`src/aicm_pkg.sv`:
```
package aicm_pkg;

    // ****************************************
    // Sizes
    // ****************************************
    localparam int NCH    = 4;
    localparam int CH_W   = 2;
    localparam int CODE_W = 8;
    localparam int BUF_W  = CH_W + CODE_W;

    // ****************************************
    // Codes and reset values
    // ****************************************
    localparam logic [CODE_W-1:0] CODE_ZERO  = 8'h00;
    localparam logic [CODE_W-1:0] CODE_MSB   = 8'h80;
    localparam logic [2:0]        BIT_TOP    = 3'h7;
    localparam logic [CH_W-1:0]   CH_FIRST   = 2'h0;
    localparam logic [NCH-1:0]    MASK_ALL   = 4'hf;
    localparam logic [NCH-1:0]    MASK_ONE   = 4'h1;
    localparam logic [NCH-1:0]    IND_NONE   = 4'h0;

    // ****************************************
    // Synchroniser bit positions
    // ****************************************
    localparam int SY_W    = 5;
    localparam int SY_COMP = 0;
    localparam int SY_LO   = 1;
    localparam int SY_HI   = 2;
    localparam int SY_ALL  = 3;
    localparam int SY_TICK = 4;

    // ****************************************
    // Timing
    // ****************************************
    localparam int CLK_PERIOD_PS = 5000;
    localparam int SETTLE_NS     = 500;
    localparam int SETTLE_CYC_I  = (SETTLE_NS * 1000 + CLK_PERIOD_PS - 1) / CLK_PERIOD_PS;
    localparam logic [7:0] SETTLE_CYC = 8'(SETTLE_CYC_I);
    localparam logic [7:0] CNT_ZERO   = 8'h00;

    // Next enabled channel above cur, wrapping; cur when none enabled
    function automatic logic [CH_W-1:0] aicm_next_ch(input logic [CH_W-1:0] cur,
                                                     input logic [NCH-1:0]  mask);
        logic [CH_W-1:0] cand;
        logic [CH_W-1:0] res;
        logic            found;
        res   = cur;
        found = 1'b0;
        for (int i = 1; i <= NCH; i++) begin
            cand = CH_W'(cur + CH_W'(i));
            if (!found && mask[cand]) begin
                res   = cand;
                found = 1'b1;
            end
        end
        return res;
    endfunction

endpackage

```
`src/aicm_buf.sv`:
```
`timescale 1ns/100ps
`default_nettype none
module aicm_buf #(
    parameter int W = aicm_pkg::BUF_W
) (
    input  wire logic         clk,
    input  wire logic         nrst,
    input  wire logic         in_valid,
    output logic              in_ready,
    input  wire logic [W-1:0] in_data,
    output logic              out_valid,
    input  wire logic         out_ready,
    output logic [W-1:0]      out_data
);
    import aicm_pkg::*;

    typedef struct packed {
        logic [1:0][W-1:0] mem;
        logic              wp;
        logic              rp;
        logic [1:0]        cnt;
    } aicm_buf_t;

    aicm_buf_t r;
    aicm_buf_t next_r;

    logic push;
    logic pop;

    assign in_ready  = (r.cnt != 2'h2);
    assign out_valid = (r.cnt != 2'h0);
    assign out_data  = r.mem[r.rp];
    assign push      = in_valid && in_ready;
    assign pop       = out_valid && out_ready;

    always_comb begin
        next_r = r;
        if (push) begin
            next_r.mem[r.wp] = in_data;
            next_r.wp        = ~r.wp;
        end
        if (pop) begin
            next_r.rp = ~r.rp;
        end
        next_r.cnt = 2'(r.cnt + {1'b0, push} - {1'b0, pop});
    end

    always_ff @(posedge clk) begin
        if (!nrst) begin
            r <= '0;
        end else begin
            r <= next_r;
        end
    end
endmodule
`default_nettype wire

```
`src/aicm_sar.sv`:
```
`timescale 1ns/100ps
`default_nettype none
module aicm_sar (
    input  wire logic                        clk,
    input  wire logic                        nrst,
    input  wire logic                        comp_above,
    input  wire logic [aicm_pkg::NCH-1:0]    ch_mask,
    output logic      [aicm_pkg::CH_W-1:0]   mux_sel,
    output logic      [aicm_pkg::CODE_W-1:0] dac_code,
    output logic                             res_valid,
    input  wire logic                        res_ready,
    output logic      [aicm_pkg::BUF_W-1:0]  res_data
);
    import aicm_pkg::*;

    typedef enum logic [1:0] {SAR_START, SAR_BIT, SAR_PUSH} aicm_sar_st_t;

    typedef struct packed {
        aicm_sar_st_t      st;
        logic [CH_W-1:0]   ch;
        logic [CODE_W-1:0] code;
        logic [2:0]        bitp;
        logic [7:0]        cnt;
    } aicm_sar_t;

    aicm_sar_t r;
    aicm_sar_t next_r;

    assign mux_sel   = r.ch;
    assign dac_code  = r.code;
    assign res_valid = (r.st == SAR_PUSH);
    assign res_data  = {r.ch, r.code};

    always_comb begin
        next_r = r;
        unique case (r.st)
            SAR_START: begin
                next_r.code = CODE_MSB;
                next_r.bitp = BIT_TOP;
                next_r.cnt  = SETTLE_CYC;
                next_r.st   = SAR_BIT;
            end
            SAR_BIT: begin
                if (r.cnt != CNT_ZERO) begin
                    next_r.cnt = 8'(r.cnt - 8'h01);
                end else begin
                    if (!comp_above) begin
                        next_r.code[r.bitp] = 1'b0;
                    end
                    if (r.bitp == 3'h0) begin
                        next_r.st = SAR_PUSH;
                    end else begin
                        next_r.bitp                = 3'(r.bitp - 3'h1);
                        next_r.code[r.bitp - 3'h1] = 1'b1;
                        next_r.cnt                 = SETTLE_CYC;
                    end
                end
            end
            SAR_PUSH: begin
                if (res_ready) begin
                    next_r.ch = aicm_next_ch(r.ch, ch_mask);
                    next_r.st = SAR_START;
                end
            end
            default: begin
                next_r.st = SAR_START;
            end
        endcase
    end

    always_ff @(posedge clk) begin
        if (!nrst) begin
            r <= '{st: SAR_START, ch: CH_FIRST, code: CODE_ZERO, bitp: BIT_TOP, cnt: CNT_ZERO};
        end else begin
            r <= next_r;
        end
    end
endmodule
`default_nettype wire

```
`src/aicm_top.sv`:
```
// Notes on behaviour
// - One channel result handed over per scan
// - Ascending channel order, wrap to channel one
// - Unselected channels skipped in rotation
// - Conversion runs continuously, independent of scan
// - Scan-all is top point, driven by host
// - Scan-all on: all four channels rotate
// - Scan-all off: only selected channel reported
// - Select points form binary index, low bit0
// - Select points ignored while scan-all on
// - Four one-hot active-channel inputs to host
// - Data byte unsigned binary, bit0 weight one
// - Range low gives 0, high 255
// - One code step is span over 255
`timescale 1ns/100ps
`default_nettype none
module aicm_top (
    input  wire logic                        clk,
    input  wire logic                        nrst,
    input  wire logic                        scan_tick,
    input  wire logic                        top_control_point,
    input  wire logic                        chan_sel_lo,
    input  wire logic                        chan_sel_hi,
    input  wire logic                        comp_above,
    output logic      [aicm_pkg::CODE_W-1:0] result_data,
    output logic      [aicm_pkg::NCH-1:0]    active_ind,
    output logic      [aicm_pkg::CH_W-1:0]   adc_mux_sel,
    output logic      [aicm_pkg::CODE_W-1:0] dac_code
);
    import aicm_pkg::*;

    // ****************************************
    // State
    // ****************************************
    typedef struct packed {
        logic [SY_W-1:0]             s1;
        logic [SY_W-1:0]             s2;
        logic                        tick_d;
        logic                        all_d;
        logic [CH_W-1:0]             ch;
        logic [NCH-1:0][CODE_W-1:0]  res;
        logic [NCH-1:0]              vld;
        logic [CODE_W-1:0]           data;
        logic [NCH-1:0]              ind;
    } aicm_top_t;

    aicm_top_t r;
    aicm_top_t next_r;

    logic                  scan_edge;
    logic                  scan_all;
    logic [CH_W-1:0]       sel;
    logic [NCH-1:0]        mask;
    logic [CH_W-1:0]       ch_new;
    logic                  cv_valid;
    logic                  cv_ready;
    logic [BUF_W-1:0]      cv_data;
    logic                  bf_valid;
    logic                  bf_ready;
    logic [BUF_W-1:0]      bf_data;
    logic [CH_W-1:0]       bf_ch;

    assign scan_edge = r.s2[SY_TICK] && !r.tick_d;
    // scan-all taken from the top point
    assign scan_all  = r.s2[SY_ALL];
    // binary channel index, low select bit0
    assign sel       = {r.s2[SY_HI], r.s2[SY_LO]};
    assign mask      = scan_all ? MASK_ALL : NCH'(MASK_ONE << sel);
    // Store side stalls in the handover cycle so a result never races the scan
    assign bf_ready  = !scan_edge;
    assign bf_ch     = bf_data[BUF_W-1 -: CH_W];

    // ascending order with wrap; restart at channel one
    always_comb begin
        if (!scan_all) begin
            ch_new = sel;
        end else if (!r.all_d) begin
            ch_new = CH_FIRST;
        end else begin
            ch_new = aicm_next_ch(r.ch, mask);
        end
    end

    always_comb begin
        next_r        = r;
        next_r.s1     = {scan_tick, top_control_point, chan_sel_hi, chan_sel_lo, comp_above};
        next_r.s2     = r.s1;
        next_r.tick_d = r.s2[SY_TICK];
        if (bf_valid && bf_ready) begin
            next_r.res[bf_ch] = bf_data[CODE_W-1:0];
            next_r.vld[bf_ch] = 1'b1;
        end
        if (scan_edge) begin
            next_r.all_d = scan_all;
            next_r.ch    = ch_new;
            // plain unsigned code on the data byte
            next_r.data  = r.res[ch_new];
            // one-hot indicator; none until a result exists
            // indicator qualifies the shared data byte
            next_r.ind   = r.vld[ch_new] ? NCH'(MASK_ONE << ch_new) : IND_NONE;
        end
    end

    always_ff @(posedge clk) begin
        if (!nrst) begin
            r <= '0;
        end else begin
            r <= next_r;
        end
    end

    assign result_data = r.data;
    assign active_ind  = r.ind;

    // ****************************************
    // Converter and buffer
    // ****************************************
    // converter sees the synchronised comparator, the mask and the buffer ready
    aicm_sar u_sar (
        .clk        (clk),
        .nrst       (nrst),
        .comp_above (r.s2[SY_COMP]),
        .ch_mask    (mask),
        .mux_sel    (adc_mux_sel),
        .dac_code   (dac_code),
        .res_valid  (cv_valid),
        .res_ready  (cv_ready),
        .res_data   (cv_data)
    );

    aicm_buf #(
        .W (BUF_W)
    ) u_buf (
        .clk       (clk),
        .nrst      (nrst),
        .in_valid  (cv_valid),
        .in_ready  (cv_ready),
        .in_data   (cv_data),
        .out_valid (bf_valid),
        .out_ready (bf_ready),
        .out_data  (bf_data)
    );
endmodule
`default_nettype wire
```
`config.mk`:
```
export PLATFORM = sky130hd
export DESIGN_NAME = aicm_top
export DESIGN_NICKNAME = d
export VERILOG_FILES = /design/src/aicm_pkg.sv /design/src/aicm_buf.sv /design/src/aicm_sar.sv /design/src/aicm_top.sv
export SDC_FILE = /design/constraint.sdc
export NUM_CORES = 1
export LEC_CHECK = 0
export ABC_AREA = 0
export BUFFER_PORTS_ARGS = -buffer_cell sky130_fd_sc_hd__buf_2
export CORE_MARGIN = 1.5
export CORE_UTILIZATION = 50
export CTS_CLUSTER_DIAMETER = 40
export DETAILED_ROUTE_END_ITERATION = 10
export GPL_ROUTABILITY_DRIVEN = 0
export MAX_ROUTING_LAYER = met4
export PLACE_DENSITY = 0.66
export REMOVE_ABC_BUFFERS = 1
export SYNTH_ARGS = -nofsm -noshare
export SYNTH_HDL_FRONTEND = slang
export SYNTH_SLANG_ARGS = --single-unit
```
`constraint.sdc`:
```
create_clock -name clk -period 2.05 [get_ports clk]
set_clock_uncertainty 0.1 [all_clocks]
set_input_delay 0.1025 -clock clk [delete_from_list [all_inputs] [get_ports clk]]
set_output_delay 0.1025 -clock clk [all_outputs]
set_load 0.1 [all_outputs]
```
==> run_results.csv, run 1 <==
group,metric,value,unit
status,status,"finished clean",
logic_synthesis,yosysTopAreaCell,"dfxtp_1",
floorplan,start_util,0.517,
worst_setup_path,crit_chain,"inv_1, ha_1, nor3b_4, a21boi_1, o311ai_2, o41ai_2",
clock_tree,htreeDepth,3,
power_and_ir_drop,p_clk_frac,0.362,
worst_setup_path,path_max_fanout,6,
worst_setup_path,start_kind,"register",
power_and_ir_drop,p_per_area,731,mW/mm^2
sta,setup_ws,0.0728,ns
clock_tree,cts_buffers,9,
finish,regArea,0.00218,sq mm
global_routing,busiest_layer,"met2",
worst_setup_path,slowest_stage,"o311ai_2",
routing,via_per_inst,5.62,
hold_path,hold_path.class,"reg2reg",
sta,final_hold_viol_count,0,
routing,drc,0,
routing,routedWlPerCell,16.3,um
global_routing,grt_pass1_wl,19.1,mm
finish,multi_input_area,0.00251,sq mm
routing,drt_iter0_drc,222,
clock_tree,insertion_delay,0.39,ns
floorplan,ios,29,
sta,fin_crit,1.98,ns
logic_synthesis,synth_top_area_share,0.432,
finish,syn2layout_area_growth,10.1,%
power_and_ir_drop,leakagePower,2.51,nW
routing,dr.pass1.iters,5,
global_routing,antenna_found_initial,0,
power_and_ir_drop,p_int,0.00305,W
logic_synthesis,yosys-top-cells-area,"dfxtp_1, o211a_1, mux2i_1, nand2_1, buf_4",
finish,final_core_util,0.569,
finish,fillers,909,
global_routing,grtUsageTotal,0.227,
sta,timing.hold.ws,0.341,ns
finish,final_cell_area,0.00556,sq mm
finish,drive_gt1_frac,0.172,
worst_setup_path,critPathCaptureType,"register",
logic_synthesis,synth_seq_area_share,0.432,
clock_tree,cts_tree,"yes",
placement,place_hpwl,7.56,mm
logic_synthesis,yosysUniqueCellTypes,60,
finish,num-nets-final,565,
placement,placed_area,0.00526,sq mm
finish,n_antenna_cell,0,
worst_setup_path,critPathKind,"reg2reg",
global_routing,gr-usage-met3,0.0497,
floorplan,rows,36,
global_routing,grtUsageMet1,0.301,
worst_setup_path,cp_data_arrival_time,2.14,ns
logic_synthesis,synth-main-ff-cell,"dfxtp_1",
placement,io_buffers,28,
logic_synthesis,syn_inst,531,
floorplan,die_w,104,um
power_and_ir_drop,ir_drop,363,uV
power_and_ir_drop,p_sw,0.00101,W
global_routing,grt_pass1_vias,3734,
clock_tree,cts_sinks,109,
floorplan,die_h,104,um
routing,num_vias,3880,
floorplan,core,0.00977,sq mm
hold_path,holdPathEnd,"r[55]$_SDFF_PN0_",
global_routing,grtUsageMet2,0.349,
job,cap_violations,0,
global_routing,grt_max_degree,86,
hold_path,hp-start,"next_r[55]$_SDFF_PN0_",
sta,slew_headroom,0.606,
logic_synthesis,synth_area,0.00505,sq mm
worst_setup_path,reg2reg_depth,6,
floorplan,die-area,0.0107,sq mm
worst_setup_path,crit_family,"compound AO/OA/AOI/OAI gates",
logic_synthesis,synth_edf_count,0,
sta,setup_viol,0,
power_and_ir_drop,pwr-share-comb,0.097,
logic_synthesis,synthArstFlopShare,0,
global_routing,grt-ovfl-total,0,
worst_setup_path,setup.worst_path.start,"u_sar.r[0]$_SDFFE_PN0P_",
placement,place_ws,0.0352,ns
sta,tightest_slew,0.575,ns
power_and_ir_drop,p_seq_frac,0.541,
logic_synthesis,syn_avg_cell_area,9.51,sq um
worst_setup_path,ff2ff_setup_slack,0.07,ns
power_and_ir_drop,swShare,0.249,
sta,post-route-period-util,0.964,
sta,fmax,0.506,GHz
routing,wirelength,11.2,mm
worst_setup_path,cpPeakStageDelay,0.40,ns
logic_synthesis,synth-seq-cells,109,
worst_setup_path,worstReg2RegStart,"u_sar.r[0]$_SDFFE_PN0P_",
clock_tree,clk_pin_slew_worst_paths,0.10,ns
sta,slew_viol_final,0,
worst_setup_path,required,2.21,ns
worst_setup_path,r2r_end,"u_sar.dac_code[5]$_SDFFE_PN0P_",
clock_tree,root_buffer,"clkbuf_8",
clock_tree,cts.path.max_buffers,2,
routing,ant_nets,0,
logic_synthesis,yosys_warnings,0,
worst_setup_path,critPathBufInv,1,
hold_path,hold_depth,1,
worst_setup_path,cp.depth,6,
## synthesized netlist by cell type (10+ instances only)
cell      count
nand3_1      25
clkbuf_1     19
o211a_1      36
and2_1       19
a21boi_1     11
buf_4        23
a21oi_1      14
mux2i_1      24
nor2b_1      21
o21ai_0      21
dfxtp_1     109
nor2_1       10
nand2_1      62
## how the worst max path moves through the flow
| stage | end | slack, ns |
|---|---|---|
| after CTS | u_sar.r[3]$_SDFFE_PN0P_ | 0.05 |
| after global routing | u_sar.dac_code[5]$_SDFFE_PN0P_ | -0.02 |
| after floorplan | u_buf.r[1]$_SDFF_PN0_ | -0.61 |
| after detailed placement | u_sar.dac_code[5]$_SDFFE_PN0P_ | 0.04 |
| after global placement | u_sar.r[3]$_SDFFE_PN0P_ | 0.12 |
| final | u_sar.dac_code[5]$_SDFFE_PN0P_ | 0.07 |
## final cells by class
cell class | count | area share
tap | 133 | 0.0299
timing repair buffer | 64 | 0.0787
sequential | 109 | 0.392
clock inverter | 4 | 0.0126
multi-input combinational | 358 | 0.452
clock buffer | 12 | 0.0279
inverter | 10 | 0.00675
## state kept, by name, indices dropped and copies added, names as in the netlist
name / flops
u_sar.r: 13
u_buf.r: 24
result_data: 8
next_r: 6
r: 44
active_ind: 4
u_sar.mux_sel: 2
u_sar.dac_code: 8
## cells in the final DEF, fill, tap and decap left out, types with 4 or more instances in the layout
cell type      Yosys  routed
nor2_1            10      10
nand3_1           25      25
dlygate4sd3_1      0       6
ha_1               6       6
mux2i_1           24      24
o31ai_1            5       5
nor2b_1           21      20
nand3b_1           6       6
inv_1              9       9
clkbuf_8           0      11
a21o_1             9       9
nand2_1           62      62
o211ai_1           4       4
dfxtp_1          109     108
a21boi_1          11      11
a221oi_1           8       8
o21a_1             6       6
buf_2              5      28
o21ai_0           21      21
o211a_1           36      36
nand2b_1           8       8
and2_1            19      19
buf_4             23      29
a21oi_1           14      14
nand4_1            7       7
a31oi_1            5       5
## routing by layer
metal	wire, um	part of all wire
met1	5330	0.48
met4	211	0.019
met5	0	0
met3	440	0.039
met2	5230	0.47
## cells by family (layout without fill, tap and decap cells)
kind of cell               after synthesis  after routing  synth area share
and+or+nand+nor                        180            180             0.194
buffers and inverters                   64             90            0.0748
AOI/OAI and AO/OA                      143            143             0.228
muxes                                   24             24            0.0475
adders and majority gates                6              6            0.0149
xor gates and xnor gates                 5              5           0.00867
DFF                                    109            109             0.432
## power by group through the flow
| stage | clock network, W | registers (W) | logic (W) |
|---|---|---|---|
| after global routing | 0.00158 | 0.00220 | 0.000432 |
| after CTS | 0.00150 | 0.00220 | 0.000388 |
| after floorplan | 0 | 0.00231 | 0.000176 |
| after detailed placement | 0 | 0.00224 | 0.000374 |
| final | 0.00147 | 0.00220 | 0.000396 |
| after global placement | 0 | 0.00224 | 0.000367 |
## stage by stage
stage	power, W	instances	TNS (ns)
final	0.00407	690	0
after global placement	0.00261	667	0
after detailed placement	0.00262	667	0
after floorplan	0.00249	477	-3.82
after CTS	0.00409	689	0
after global routing	0.00421	690	-0.0289
## repair_timing
| item | 4_1_cts | 5_1_grt |
|---|---|---|
| hold buffers | 6 | 0 |
| setup buffers | 0 | 1 |
| endpoints found under the setup margin | 2 | 5 |
| gates resized for setup | 1 | 4 |
| pin swaps | 0 | 0 |
| endpoints found under the hold margin | 9 | 0 |
Note: power is estimated with default switching activity, not from simulation.
==> run 2, diff against run 1 <==
--- a/config.mk
+++ b/config.mk
@@ -13,7 +13,7 @@
 export DETAILED_ROUTE_END_ITERATION = 10
 export GPL_ROUTABILITY_DRIVEN = 0
 export MAX_ROUTING_LAYER = met4
-export PLACE_DENSITY = 0.66
+export PLACE_DENSITY = 0.63
 export REMOVE_ABC_BUFFERS = 1
 export SYNTH_ARGS = -nofsm -noshare
 export SYNTH_HDL_FRONTEND = slang
==> constraint.sdc (replaced) <==
create_clock -name clk -period 2.5 [get_ports clk]
set_clock_uncertainty 0.1 [all_clocks]
set_input_delay 0.125 -clock clk [delete_from_list [all_inputs] [get_ports clk]]
set_output_delay 0.125 -clock clk [all_outputs]
set_load 0.1 [all_outputs]
==> run 2 against run 1 <==
  * Clock-buffer cell count down 3
  * Clock power fell by 21%
  * Fmax shrank 7.2%
  * Critical path depth unchanged
  * Combinational power is 24% lower
  * Largest power group unchanged
==> run_results.csv, run 2 (synthesis gave the netlist of run 1 again) <==
group,metric,value,unit
status,status,"finished clean",
power_and_ir_drop,pwr-share-comb,0.093,
finish,syn2layout_area_growth,7.21,%
sta,fmax,0.469,GHz
sta,setup_viol,0,
power_and_ir_drop,p_int,0.00236,W
worst_setup_path,critPathKind,"reg2reg",
global_routing,grt_pass1_wl,19.1,mm
finish,mostFrequentLayoutCell,"dfxtp_1",
power_and_ir_drop,p_clk_frac,0.354,
placement,numPlacedInstances,653,
job,cap_violations,0,
finish,final_cell_mix,"dfxtp_1, nand2_1, o211a_1",
hold_path,hold_depth,2,
hold_path,hold_path.class,"in2reg",
clock_tree,holdBufCountCts,5,
routing,num_vias,3836,
global_routing,grtUsageTotal,0.226,
hold_path,holdPathEnd,"u_buf.r[19]$_SDFFE_PN0P_",
floorplan,rows,36,
clock_tree,cts_sinks,109,
finish,top_regs,"r x44, u_buf.r x24, u_sar.r x13",
routing,ant_nets,0,
clock_tree,cts.path.max_buffers,2,
clock_tree,cts_setup_buffers,0,
power_and_ir_drop,ir_drop,331,uV
power_and_ir_drop,p_per_area,602,mW/mm^2
finish,final_cells,674,
power_and_ir_drop,swShare,0.277,
global_routing,grt_pass1_vias,3670,
finish,drive_gt1_frac,0.148,
sta,slew_headroom,0.577,
finish,regMostFlops,"r",
worst_setup_path,path_max_fanout,6,
finish,num-nets-final,549,
routing,via_per_inst,5.69,
sta,post-route-period-util,0.852,
floorplan,die_h,104,um
worst_setup_path,start_kind,"register",
finish,largest_reg_flops,44,
sta,slew_viol_final,0,
clock_tree,root_buffer,"clkbuf_8",
placement,io_buffers,28,
power_and_ir_drop,leakagePower,2.42,nW
clock_tree,cts_buffers,9,
routing,routedWlPerCell,16.6,um
routing,drc,0,
global_routing,antenna_found_initial,0,
worst_setup_path,slowest_stage,"or4b_4",
sta,setup_ws,0.369,ns
worst_setup_path,critPathCaptureType,"register",
finish,n_antenna_cell,0,
worst_setup_path,reg2reg_depth,6,
sta,fin_crit,2.13,ns
clock_tree,cts_tree,"yes",
floorplan,die_w,104,um
sta,rsz0062_at_grt,"false",
clock_tree,cts_resized,0,
worst_setup_path,r2r_end,"u_sar.r[3]$_SDFFE_PN0P_",
power_and_ir_drop,p_sw,0.000902,W
global_routing,grt-ovfl-total,0,
clock_tree,clk_pin_slew_worst_paths,0.11,ns
worst_setup_path,required,2.73,ns
placement,place_hpwl,7.52,mm
worst_setup_path,worstReg2RegStart,"u_sar.r[8]$_SDFFE_PN1P_",
routing,drt_iter0_drc,192,
routing,wirelength,11.2,mm
routing,dr.pass1.iters,4,
sta,timing.hold.ws,0.106,ns
sta,tightest_slew,0.633,ns
clock_tree,insertion_delay,0.38,ns
worst_setup_path,crit_chain,"inv_1, ha_1, and3b_4, a31o_4, or4b_4, a21oi_2",
placement,place_ws,0.425,ns
power_and_ir_drop,p_seq_frac,0.553,
sta,final_hold_viol_count,0,
floorplan,ios,29,
worst_setup_path,cpPeakStageDelay,0.51,ns
floorplan,core,0.00977,sq mm
floorplan,start_util,0.517,
clock_tree,htreeDepth,3,
floorplan,die-area,0.0107,sq mm
worst_setup_path,ff2ff_setup_slack,0.37,ns
worst_setup_path,cp_data_arrival_time,2.36,ns
hold_path,hp-start,"nrst",
global_routing,grt_max_degree,84,
-- run 2: changes by cell type in the layout (fill, tap and decap cells not counted), moves of 2 or more --
cell | previous run | this run
inv_6 | 0 | 3
buf_4 | 29 | 14
clkinv_2 | 2 | 0
clkbuf_8 | 11 | 9
o311ai_0 | 0 | 2
-- run 2: area by class of cell --
cell class,instances,area (sq um)
tap,133,166
multi-input combinational,358,2500
clock buffer,9,124
sequential,109,2180
fill,892,4360
clock inverter,7,91.3
timing repair buffer,48,315
inverter,10,37.5
-- run 2: metal layers --
layer  vias up  track usage  wire [um]
met4         0       0.0645        150
met2        62        0.355       5230
met5         -            -          0
met3        13       0.0390        375
met1      1874        0.299       5420
li1       1887            -          -
-- run 2: worst max-delay path, delay by kind of cell, from the launching register on --
kind	cells	cell delay (ns)
flops	1	0.45
compound gates	2	0.41
simple gates	2	0.71
fa+ha+maj	1	0.26
buf+inv	1	0.14
-- run 2: how the worst max path moves through the flow --
stage	startpoint	end	slack, ns
6_report	u_sar.r[8]$_SDFFE_PN1P_	u_sar.r[3]$_SDFFE_PN0P_	0.37
4_1_cts	u_sar.r[8]$_SDFFE_PN1P_	u_sar.r[3]$_SDFFE_PN0P_	0.39
3_5_place_dp	u_sar.r[8]$_SDFFE_PN1P_	u_sar.r[3]$_SDFFE_PN0P_	0.42
2_1_floorplan	next_r[51]$_SDFF_PN0_	u_buf.r[1]$_SDFF_PN0_	-0.16
3_3_place_gp	u_sar.r[8]$_SDFFE_PN1P_	u_sar.r[3]$_SDFFE_PN0P_	0.47
5_1_grt	u_sar.r[0]$_SDFFE_PN0P_	u_sar.dac_code[5]$_SDFFE_PN0P_	0.24
-- run 2: through the flow --
step | area (sq um) | total power [W] | util | setup TNS, ns
after floorplan | 4710 | 0.00204 | - | -0.162
after global placement | 5150 | 0.00214 | 0.527 | 0
after detailed placement | 5150 | 0.00214 | 0.527 | 0
after CTS | 5420 | 0.00328 | 0.554 | 0
after global routing | 5420 | 0.00339 | 0.554 | 0
final | 5420 | 0.00326 | 0.554 | 0
-- run 2: power groups by stage --
stage,Clock (W),Sequential [W],Combinational (W)
finish,0.00116,0.00181,0.000302
global placement,0,0.00184,0.000293
floorplan,0,0.00190,0.000144
detailed placement,0,0.00184,0.000294
global route,0.00125,0.00181,0.000329
CTS,0.00118,0.00180,0.000302
